===== config.mk =====
export PLATFORM = sky130hd
export DESIGN_NAME = sensor_status_setup_registers
export DESIGN_NICKNAME = d
export VERILOG_FILES = /design/src/sensor_regs_pkg.sv /design/src/pin_function_if.sv /design/src/pin_function_select.sv /design/src/sensor_status_setup_registers.sv
export VERILOG_INCLUDE_DIRS = /design/src
export SDC_FILE = /design/constraint.sdc
export NUM_CORES = 1
export LEC_CHECK = 0
export ABC_AREA = 1
export BUFFER_PORTS_ARGS = -buffer_cell sky130_fd_sc_hd__buf_2
export CAP_MARGIN = 20
export CORE_MARGIN = 8
export CORE_UTILIZATION = 49
export DETAILED_ROUTE_END_ITERATION = 10
export HOLD_SLACK_MARGIN = 0.1
export PLACE_DENSITY = 0.74
export SYNTH_ARGS = -nofsm -noshare
export SYNTH_HDL_FRONTEND = slang
export SYNTH_SLANG_ARGS = --single-unit

===== constraint.sdc =====
create_clock -name sys_clk -period 1.35 [get_ports sys_clk]
set_input_delay 0.2025 -clock sys_clk [delete_from_list [all_inputs] [get_ports sys_clk]]
set_output_delay 0.2025 -clock sys_clk [all_outputs]
set_load 0.05 [all_outputs]

===== src/sensor_regs_cfg.svh =====
`ifndef SENSOR_REGS_CFG_SVH
`define SENSOR_REGS_CFG_SVH

`define OFS_CHIP_ID_LOW_REVISION  8'h00
`define OFS_CHIP_ID_HIGH          8'h01
`define OFS_UPDATE_PENDING_STATUS 8'h02
`define OFS_EXPOSURE_FORMAT_SETUP 8'h10
`define OFS_READOUT_TIMING_SETUP  8'h11
`define OFS_EXPOSURE_STEP_SETUP   8'h13
`define OFS_STROBE_CLOCK_PIN_SETUP 8'h14

`define RST_EXPOSURE_FORMAT_SETUP  8'h27
`define RST_READOUT_TIMING_SETUP   8'h70
// Step field must come up as 1/16
`define RST_EXPOSURE_STEP_SETUP    8'h2f
`define RST_STROBE_CLOCK_PIN_SETUP 8'h00

`define BIT_EXPOSURE_PENDING 0
`define BIT_GAIN_PENDING     2
`define BIT_AUTO_EXPOSURE    0
`define BIT_AUTO_GAIN        2
`define BIT_FOUR_WIRE        5
`define BIT_EXTRA_BLACK      0
`define BIT_COLUMN_SHUFFLE   2
`define BIT_SIXTY_HZ         6
`define POS_STEP_LO          5
`define POS_STEP_HI          6
`define POS_PIN_ROUTE_LO     0
`define POS_PIN_ROUTE_HI     1
`define POS_QUAL_MODE_LO     2
`define POS_QUAL_MODE_HI     3
`define POS_STROBE_MODE_LO   6
`define POS_STROBE_MODE_HI   7

`endif


===== src/sensor_regs_pkg.sv =====
package sensor_regs_pkg;

	typedef enum logic [1:0] {
		QUAL_OFF       = 2'b00,
		QUAL_FREE      = 2'b01,
		QUAL_LINE      = 2'b10,
		QUAL_DATA_ONLY = 2'b11
	} qual_mode_t;

	typedef enum logic [1:0] {
		STROBE_OFF        = 2'b00,
		STROBE_STATUS     = 2'b01,
		STROBE_SYNC_OUT   = 2'b10,
		STROBE_COMPARATOR = 2'b11
	} strobe_mode_t;

	typedef enum logic [1:0] {
		ROUTE_STROBE_A = 2'b00,
		ROUTE_STROBE_B = 2'b01,
		ROUTE_QUAL     = 2'b10,
		ROUTE_QUAL_INV = 2'b11
	} pin_route_t;

	typedef enum logic [1:0] {
		STEP_1_8  = 2'b00,
		STEP_1_16 = 2'b01,
		STEP_1_32 = 2'b10,
		STEP_1_64 = 2'b11
	} exposure_step_t;

endpackage : sensor_regs_pkg


===== src/pin_function_if.sv =====
`timescale 1ns/1ps
interface pin_function_if;
	import sensor_regs_pkg::*;
	pin_route_t pinRoute;
	qual_mode_t   qualMode;
	strobe_mode_t strobeMode;
	modport setup (output pinRoute, output qualMode, output strobeMode);
	modport pins  (input pinRoute, input qualMode, input strobeMode);
endinterface : pin_function_if


===== src/pin_function_select.sv =====
`timescale 1ns/1ps
module pin_function_select
	import sensor_regs_pkg::*;
(
	input  wire logic    sys_clk,
	input  wire logic    reset,
	pin_function_if.pins cfg,
	input  wire logic    controlPeriod,
	input  wire logic    dataPeriod,
	input  wire logic    statusLineVisible,
	input  wire logic    syncOutPulse,
	input  wire logic    converterComparatorOut,
	output logic         qualifyingClock,
	output logic         frameStrobe
);
	// Free-running qualifying clock: half the system rate
	logic freeClock;

	always_ff @(posedge sys_clk or posedge reset) begin
		if (reset) begin
			freeClock <= 1'b0;
		end else begin
			freeClock <= ~freeClock;
		end
	end

	always_ff @(posedge sys_clk or posedge reset) begin
		if (reset) begin
			qualifyingClock <= 1'b0;
		end else begin
			unique case (cfg.qualMode)
				QUAL_OFF:       qualifyingClock <= 1'b0;
				QUAL_FREE:      qualifyingClock <= ~freeClock;
				QUAL_LINE:      qualifyingClock <= ~freeClock & (controlPeriod | dataPeriod);
				QUAL_DATA_ONLY: qualifyingClock <= ~freeClock & dataPeriod;
			endcase
		end
	end

	always_ff @(posedge sys_clk or posedge reset) begin
		if (reset) begin
			frameStrobe <= 1'b0;
		end else begin
			unique case (cfg.pinRoute)
				ROUTE_QUAL:     frameStrobe <= ~freeClock;
				ROUTE_QUAL_INV: frameStrobe <= freeClock;
				default: begin
					unique case (cfg.strobeMode)
						STROBE_OFF:        frameStrobe <= 1'b0;
						STROBE_STATUS:     frameStrobe <= statusLineVisible;
						STROBE_SYNC_OUT:   frameStrobe <= syncOutPulse;
						STROBE_COMPARATOR: frameStrobe <= converterComparatorOut;
					endcase
				end
			endcase
		end
	end
endmodule : pin_function_select


===== src/sensor_status_setup_registers.sv =====
`timescale 1ns/1ps
`include "sensor_regs_cfg.svh"
module sensor_status_setup_registers
	import sensor_regs_pkg::*;
#(
	// Arbitrary identification values, not those of any real part
	parameter logic [11:0] CHIP_TYPE     = 12'h5a3,
	parameter logic [3:0]  MASK_REVISION = 4'h2
)
(
	input  wire logic     sys_clk,
	input  wire logic     reset,
	input  wire logic [7:0] regAddr,
	input  wire logic [7:0] regWriteData,
	input  wire logic     regWrite,
	output logic [7:0]    regReadData,
	input  wire logic     exposureWritten,
	input  wire logic     gainWritten,
	input  wire logic     exposureConsumed,
	input  wire logic     gainConsumed,
	input  wire logic     controlPeriod,
	input  wire logic     dataPeriod,
	input  wire logic     statusLineVisible,
	input  wire logic     syncOutPulse,
	input  wire logic     converterComparatorOut,
	output logic          autoExposureEnable,
	output logic          autoGainEnable,
	output logic          busWidthFour,
	output logic          extraBlackLines,
	output logic          columnShuffle,
	output logic          sixtyHzTiming,
	output exposure_step_t exposureStep,
	output logic          qualifyingClock,
	output logic          frameStrobe
);
	logic [7:0] exposureFormatSetup;
	logic [7:0] readoutTimingSetup;
	logic [7:0] exposureStepSetup;
	logic [7:0] strobeClockPinSetup;
	logic       exposurePending;
	logic       gainPending;
	logic [7:0] next_readData;

	pin_function_if pinCfg ();

	function automatic logic hit(input logic [7:0] addr, input logic [7:0] ofs);
		hit = regWrite && (addr == ofs);
	endfunction : hit

	// Only setup offsets decode a write; ID and status have no write path
	always_ff @(posedge sys_clk or posedge reset) begin
		if (reset) begin
			exposureFormatSetup <= `RST_EXPOSURE_FORMAT_SETUP;
		end else if (hit(regAddr, `OFS_EXPOSURE_FORMAT_SETUP)) begin
			exposureFormatSetup <= regWriteData;
		end
	end

	always_ff @(posedge sys_clk or posedge reset) begin
		if (reset) begin
			readoutTimingSetup <= `RST_READOUT_TIMING_SETUP;
		end else if (hit(regAddr, `OFS_READOUT_TIMING_SETUP)) begin
			readoutTimingSetup <= regWriteData;
		end
	end

	always_ff @(posedge sys_clk or posedge reset) begin
		if (reset) begin
			exposureStepSetup <= `RST_EXPOSURE_STEP_SETUP;
		end else if (hit(regAddr, `OFS_EXPOSURE_STEP_SETUP)) begin
			exposureStepSetup <= regWriteData;
		end
	end

	always_ff @(posedge sys_clk or posedge reset) begin
		if (reset) begin
			strobeClockPinSetup <= `RST_STROBE_CLOCK_PIN_SETUP;
		end else if (hit(regAddr, `OFS_STROBE_CLOCK_PIN_SETUP)) begin
			strobeClockPinSetup <= regWriteData;
		end
	end

	// A new write in the consume cycle keeps the flag set
	always_ff @(posedge sys_clk or posedge reset) begin
		if (reset) begin
			exposurePending <= 1'b0;
		end else if (exposureWritten) begin
			exposurePending <= 1'b1;
		end else if (exposureConsumed) begin
			exposurePending <= 1'b0;
		end
	end

	always_ff @(posedge sys_clk or posedge reset) begin
		if (reset) begin
			gainPending <= 1'b0;
		end else if (gainWritten) begin
			gainPending <= 1'b1;
		end else if (gainConsumed) begin
			gainPending <= 1'b0;
		end
	end

	always_comb begin
		next_readData = 8'h00;
		unique case (regAddr)
			`OFS_CHIP_ID_LOW_REVISION:   next_readData = {CHIP_TYPE[3:0], MASK_REVISION};
			`OFS_CHIP_ID_HIGH:           next_readData = CHIP_TYPE[11:4];
			`OFS_UPDATE_PENDING_STATUS: begin
				next_readData[`BIT_EXPOSURE_PENDING] = exposurePending;
				next_readData[`BIT_GAIN_PENDING]     = gainPending;
			end
			`OFS_EXPOSURE_FORMAT_SETUP:  next_readData = exposureFormatSetup;
			`OFS_READOUT_TIMING_SETUP:   next_readData = readoutTimingSetup;
			`OFS_EXPOSURE_STEP_SETUP:    next_readData = exposureStepSetup;
			`OFS_STROBE_CLOCK_PIN_SETUP: next_readData = strobeClockPinSetup;
			default:                     next_readData = 8'h00;
		endcase
	end

	always_ff @(posedge sys_clk or posedge reset) begin
		if (reset) begin
			regReadData <= 8'h00;
		end else begin
			regReadData <= next_readData;
		end
	end

	// Controller holds its current value while these enables are low
	always_ff @(posedge sys_clk or posedge reset) begin
		if (reset) begin
			autoExposureEnable <= 1'b1;
			autoGainEnable     <= 1'b1;
			busWidthFour       <= 1'b1;
			extraBlackLines    <= 1'b0;
			columnShuffle      <= 1'b0;
			sixtyHzTiming      <= 1'b1;
			exposureStep       <= STEP_1_16;
		end else begin
			autoExposureEnable <= exposureFormatSetup[`BIT_AUTO_EXPOSURE];
			autoGainEnable     <= exposureFormatSetup[`BIT_AUTO_GAIN];
			busWidthFour       <= exposureFormatSetup[`BIT_FOUR_WIRE];
			// Separate bits so border lines and shuffle never interact
			extraBlackLines    <= readoutTimingSetup[`BIT_EXTRA_BLACK];
			columnShuffle      <= readoutTimingSetup[`BIT_COLUMN_SHUFFLE];
			sixtyHzTiming      <= readoutTimingSetup[`BIT_SIXTY_HZ];
			exposureStep       <= exposure_step_t'(exposureStepSetup[`POS_STEP_HI:`POS_STEP_LO]);
		end
	end

	assign pinCfg.pinRoute = pin_route_t'(strobeClockPinSetup[`POS_PIN_ROUTE_HI:`POS_PIN_ROUTE_LO]);
	assign pinCfg.qualMode   = qual_mode_t'(strobeClockPinSetup[`POS_QUAL_MODE_HI:`POS_QUAL_MODE_LO]);
	assign pinCfg.strobeMode = strobe_mode_t'(
		strobeClockPinSetup[`POS_STROBE_MODE_HI:`POS_STROBE_MODE_LO]);

	pin_function_select pinMux (
		.sys_clk               (sys_clk),
		.reset                 (reset),
		.cfg                   (pinCfg.pins),
		.controlPeriod         (controlPeriod),
		.dataPeriod            (dataPeriod),
		.statusLineVisible     (statusLineVisible),
		.syncOutPulse          (syncOutPulse),
		.converterComparatorOut(converterComparatorOut),
		.qualifyingClock       (qualifyingClock),
		.frameStrobe           (frameStrobe)
	);
endmodule : sensor_status_setup_registers


==> flow_metrics.py, run 1 <==
metrics = {
    "clock_tree": {
        "cts_root_buf": "clkbuf_8",
        "cts_htree_levels": 2,
        "clock_latency_ns": 0.31,
        "cts_resized": 0,
        "cts_buffers": 5,
        "cts_buffer_depth": 2,
        "clock-sinks": 53,
        "clkSlewWorstSetupHoldPaths_ns": 0.09,
        "cts_tree": "yes",
    },
    "placement": {
        "hpwl_mm": 4.438,
        "port_buffers": 45,
        "placed_cells": 401,
        "globalplace.congestion": 0.9058,
    },
    "global_routing": {
        "antenna_found_initial": 0,
        "grt_pass1_wl_mm": 9.694,
        "grt_overflow": 0,
        "grt_pass1_vias": 1943,
        "grt_max_degree": 24,
        "grt_usage_pct": 16.59,
    },
    "die": {
        "io_pins": 46,
        "die_height_um": 86.91,
        "die_w_um": 86.91,
        "coreArea_sq_um": 4977,
        "std_cell_rows": 26,
        "initial_core_util_pct": 49.50,
        "dieArea_sq_um": 7552,
    },
    "timing": {
        "skew_ns": 0.007571,
        "fmax_ghz": 0.7601,
        "finalSetupViolCount": 0,
        "hold_violations": 0,
        "period_minus_slack_ns": 1.316,
        "worstMarginPinSlew_ns": 0.3556,
        "setup_tns_ns": 0,
        "rsz0062_at_grt": "false",
        "relSlewSlack_pct": 76.24,
        "slew_viol_final": 0,
        "fin_crit_sh_pct": 97.45,
    },
    "yosys": {
        "synth_area_sq_um": 2464,
        "synth-seq-cells": 53,
        "synthesis.instances": 281,
        "synth_nets": 309,
        "yosysSeqAreaShare_pct": 54.70,
        "ys_warn_count": 0,
        "avgSynthCellArea_sq_um": 8.767,
        "ys_types": 25,
    },
    "cells_and_area": {
        "syn_to_final_growth_pct": 21.28,
        "stdcell_count": 414,
        "drive_above_1_share_pct": 30.52,
        "nFillCells": 447,
        "multi_input_area_sq_um": 925.9,
        "nets": 371,
        "diodes": 0,
        "final-seq-area_sq_um": 1348,
    },
    "critical_path": {
        "cp-start-kind": "input pin",
        "reg2reg_slack_ns": 0.18,
        "max_stage_delay_ns": 0.57,
        "crit_path_top_delay_cell": "dlygate4sd3_1",
        "reg2reg_depth": 3,
        "worst-path-buf-inv": 3,
        "crit_chain": "dlygate4sd3_1 -> buf_2 -> o21bai_1 -> dlygate4sd3_1",
        "critPathKind": "in2reg",
        "cp-end-kind": "register",
        "reg2reg_from": "exposurePending",
        "critical_path_arrival_ns": 1.57,
        "cp.required_ns": 1.60,
        "cpLargestDelayFamily": "buffers and inverters",
        "crit_fanout": 1,
        "cpMostUsedCell": "dlygate4sd3_1",
        "r2r-end": "exposurePending",
    },
    "routing": {
        "drc": 0,
        "viasPerCell": 4.879,
        "dr.first_iter.drc_count": 130,
        "num_vias": 2020,
        "final_antenna_net_count": 0,
        "drt-total-wl_mm": 5.693,
        "wl_per_cell_um": 13.75,
        "first_pass_iters": 4,
    },
    "power_and_ir_drop": {
        "power.leakage_nw": 1.651,
        "fin_total_pwr_mw": 3.125,
        "ir_worst_vdd_uv": 654.7,
        "power_density_nw_per_um2": 1046,
    },
    "run_status": {
        "status": "finished, final reports clean",
    },
    "min_path": {
        "min_to": "readoutTimingSetup[4]",
        "worstHoldPathType": "in2reg",
        "hold_start": "regWriteData[4]",
        "hold_depth": 3,
    },
    "job": {
        "maxCapViolCount": 0,
    },
}
-- synthesized netlist by cell type --
master     n  area, sq um
clkbuf_2   1        5.000
inv_2      3        11.26
nand4_1    2        12.51
nor2_1    21        78.83
nor3_1     1        5.000
a21oi_1    1        5.000
nand2_2    4        25.02
o21bai_1   2        15.01
buf_6      4        45.04
dfrtp_1   36        900.9
dfstp_2   17        446.7
nor2_8     2        40.04
a221oi_1   1        8.760
nand3_1   33        165.2
nor2_4     5        56.30
nand2_4    3        33.78
nand2_1   84        315.3
o21ai_0   21        105.1
o21ai_1    2        10.01
o31ai_1    1        7.510
o21a_1     1        7.510
o21ai_2    4        35.03
inv_1     29        108.9
buf_2      1        5.000
buf_4      2        15.01
-- cell type report --
cell class | instances | share of cell area [%]
Sequential cell | 53 | 45.10
Multi-Input combinational cell | 188 | 30.99
Timing Repair Buffer | 63 | 13.32
Inverter | 32 | 4.146
Clock buffer | 7 | 3.224
Tap cell | 70 | 2.931
Clock inverter | 1 | 0.2931
-- report_power, final --
group | switching, mW | total (mW) | internal [mW] | leakage, nW
sequential | 0.0455 | 1.74 | 1.69 | 0.612
clock | 0.519 | 0.993 | 0.474 | 0.0549
combinational | 0.266 | 0.394 | 0.128 | 0.985
total | 0.831 | 3.13 | 2.29 | 1.65
-- worst min-delay path: cells and delay by family --
kind | cells | cell delay [ns]
simple gates | 2 | 0.12
buf+inv | 1 | 0.13
-- how the worst max path moves through the flow --
stage	endpoint	cells after the start	slack, ns	start
floorplan	strobeClockPinSetup[3]	7	0.30	regAddr[6]
global placement	strobeClockPinSetup[6]	7	0.09	regAddr[6]
detailed placement	readoutTimingSetup[5]	8	0.07	regAddr[7]
CTS	autoGainEnable	1	0.04	autoGainEnable
global route	exposureStep[0]	1	0.02	exposureStep[0]
finish	exposurePending	4	0.03	exposureConsumed
-- placed cells by master (no fill, tap or decap) --
cell	count
o31ai_1	1
buf_2	45
o21ai_0	21
dfrtp_1	36
inv_1	28
nand4_1	2
a21oi_1	1
dlygate4sd3_1	5
nand2_4	3
nor3_1	1
nand2_2	4
o21ai_1	2
clkinvlp_4	1
o21a_1	1
nor2_8	2
o21bai_1	2
o21ai_2	4
nand3_1	33
clkbuf_8	7
buf_4	11
buf_12	2
dfstp_2	17
nand2_1	84
nor2_4	5
inv_2	3
nor2_1	21
inv_6	1
a221oi_1	1
-- kinds of logic after synthesis --
kind of cell | after synthesis | synth area share [%]
AND/OR/NAND/NOR | 155 | 29.71
buffers and inverters | 40 | 7.719
AO/OA/AOI/OAI | 33 | 7.872
flip-flops | 53 | 54.70
-- flip-flops by register name, indices dropped and copies added (netlist names) --
signal                  flops
exposureStepSetup           8
busWidthFour                1
strobeClockPinSetup         8
autoExposureEnable          1
exposurePending             1
pinMux.frameStrobe          1
sixtyHzTiming               1
pinMux.qualifyingClock      1
exposureFormatSetup         8
gainPending                 1
columnShuffle               1
autoGainEnable              1
extraBlackLines             1
readoutTimingSetup          8
regReadData                 8
exposureStep                2
pinMux.freeClock            1
-- per-layer routing --
metal  wire, um  GRT usage (%)  vias up
met3        327          4.057        5
met4         60          4.695        0
li1           -              -     1010
met5          0              0        -
met2       2681          25.95       64
met1       2624          22.14      941
-- through the flow --
step	hold slack [ns]	util [%]	setup slack, ns	cell area [sq um]
final	0.1380	60.03	0.03444	2988
after global routing	0.1317	60.03	0.01942	2988
after CTS	0.1278	60.03	0.04176	2988
after detailed placement	0.2053	56.91	0.07432	2833
after global placement	0.2041	56.91	0.09161	2833
after floorplan	0.2576	-	0.2959	2467
-- timing repair --
item,CTS,global route
hold endpoints to repair,13,0
hold buffers,5,0
buffers inserted,0,0
Power figures use the tool's default switching activity.
==> run 2, diff against run 1 <==
Settings changed: CORE_UTILIZATION 49 to 52, CTS_BUF_LIST from default to sky130_fd_sc_hd__clkbuf_4 sky130_fd_sc_hd__clkbuf_8, PLACE_DENSITY 0.74 to 0.77.
==> run 2 against run 1 <==
Against the previous run:
- sequential power is essentially flat
- cell count shrank 4.3%
- via count is essentially flat
- critical path depth shrank 3
- critical path type is now reg2out
- critical endpoint is now sixtyHzTiming
- largest cell class unchanged
==> flow_metrics.py, run 2 (synthesis results as in run 1) <==
metrics = {
    "run_status": {
        "status": "finished, final reports clean",
    },
    "critical_path": {
        "cp.required_ns": 1.15,
        "reg2reg_depth": 3,
        "reg2reg_slack_ns": 0.19,
        "critPathKind": "reg2out",
        "crit_chain": "buf_2",
        "path_depth": 1,
        "max_stage_delay_ns": 0.52,
        "cp-start-kind": "register",
        "endpoint": "sixtyHzTiming",
        "worst-path-buf-inv": 1,
        "r2r-end": "exposurePending",
        "reg2reg_from": "exposurePending",
        "critical_path_arrival_ns": 1.09,
        "crit_path_top_delay_cell": "dfstp_2",
        "cp-end-kind": "output pin",
        "crit_fanout": 1,
        "cpLargestDelayFamily": "flip-flops",
        "startpoint": "sixtyHzTiming",
    },
    "routing": {
        "dr.first_iter.drc_count": 209,
        "drc": 0,
        "wl_per_cell_um": 14.42,
        "final_antenna_net_count": 0,
        "drt-total-wl_mm": 5.710,
        "num_vias": 2022,
        "viasPerCell": 5.106,
        "first_pass_iters": 4,
    },
    "die": {
        "die_height_um": 84.83,
        "io_pins": 46,
        "die_w_um": 84.83,
        "coreArea_sq_um": 4661,
        "std_cell_rows": 25,
        "dieArea_sq_um": 7196,
        "initial_core_util_pct": 52.86,
    },
    "power_and_ir_drop": {
        "power_density_nw_per_um2": 1045,
        "power.leakage_nw": 1.634,
        "ir_worst_vdd_uv": 782.4,
    },
    "timing": {
        "hold_violations": 0,
        "setup_tns_ns": 0,
        "period_minus_slack_ns": 1.297,
        "fin_crit_sh_pct": 96.05,
        "fmax_ghz": 0.7712,
        "skew_ns": 0.007942,
        "worstMarginPinSlew_ns": 0.3155,
        "finalSetupViolCount": 0,
        "rsz0062_at_grt": "false",
        "slew_viol_final": 0,
        "relSlewSlack_pct": 78.91,
    },
    "cells_and_area": {
        "diodes": 0,
        "syn_to_final_growth_pct": 19.30,
        "nets": 369,
        "final_common_cell": "nand2_1",
        "drive_above_1_share_pct": 30.41,
        "fin_util_pct": 63.06,
        "final_cell_mix": "84 x nand2_1, 45 x buf_2, 36 x dfrtp_1",
    },
    "job": {
        "maxCapViolCount": 0,
    },
    "clock_tree": {
        "cts_htree_levels": 2,
        "cts_tree": "yes",
        "cts_resized": 0,
        "cts_buffer_depth": 2,
        "cts_buffers": 5,
        "post_cts_buffers": 0,
        "clock-sinks": 53,
        "clock_latency_ns": 0.32,
        "clkSlewWorstSetupHoldPaths_ns": 0.11,
        "cts_root_buf": "clkbuf_8",
    },
    "placement": {
        "globalplace.congestion": 0.9664,
        "hpwl_mm": 4.283,
        "port_buffers": 45,
    },
    "min_path": {
        "worstHoldPathType": "in2reg",
        "hold_depth": 2,
    },
    "global_routing": {
        "antenna_found_initial": 0,
        "grt_overflow": 0,
        "grt_pass1_wl_mm": 9.867,
        "grt_usage_pct": 17.29,
        "grt_pass1_vias": 2032,
        "grt_max_degree": 54,
    },
}
-- run 2: repair_timing --
item	4_1_cts	5_1_grt
endpoints found under the hold margin	38	0
endpoints found under the setup margin	0	1
hold buffers	5	0
-- run 2: area by class of cell --
class                      instances  area, sq um
fill                             409         1722
sequential                        53         1348
multi-input combinational        188        925.9
timing repair buffer              61        380.4
inverter                          32        123.9
clock buffer                       5        68.82
tap                               54        67.56
clock inverter                     3        25.02
-- run 2: per-stage QoR --
stage                     worst slack (ns)  total power [mW]  cell area (sq um)  instances  hold WS (ns)
after floorplan                     0.2959             1.994               2467        281        0.2576
final                              0.05331             3.071               2939        396       0.07696
after CTS                          0.04694             3.090               2949        397        0.1110
after global routing              0.006678             3.196               2939        396        0.1204
after detailed placement          0.004054             2.140               2805        384        0.2968
after global placement             0.03102             2.130               2805        384        0.2914
-- run 2: how the worst min path moves through the flow --
stage / startpoint / end / slack [ns]
floorplan: reset / columnShuffle / 0.26
global placement: reset / exposureFormatSetup[3] / 0.29
detailed placement: reset / pinMux.qualifyingClock / 0.30
CTS: regWriteData[1] / exposureStepSetup[1] / 0.11
global route: regWriteData[3] / exposureStepSetup[3] / 0.12
finish: gainWritten / gainPending / 0.08
-- run 2: routing by layer --
layer | up-vias | part of all wire [%] | track usage [%]
li1 | 1001 | - | -
met1 | 947 | 44 | 21.89
met2 | 66 | 47 | 27.42
met3 | 8 | 7.8 | 5.212
met4 | 0 | 1.6 | 5.825
met5 | - | 0 | 0
-- run 2: where the power goes --
group	switching [mW]	internal, mW	total, mW
clock	0.574	0.379	0.953
combinational	0.263	0.122	0.385
sequential	0.0404	1.69	1.73
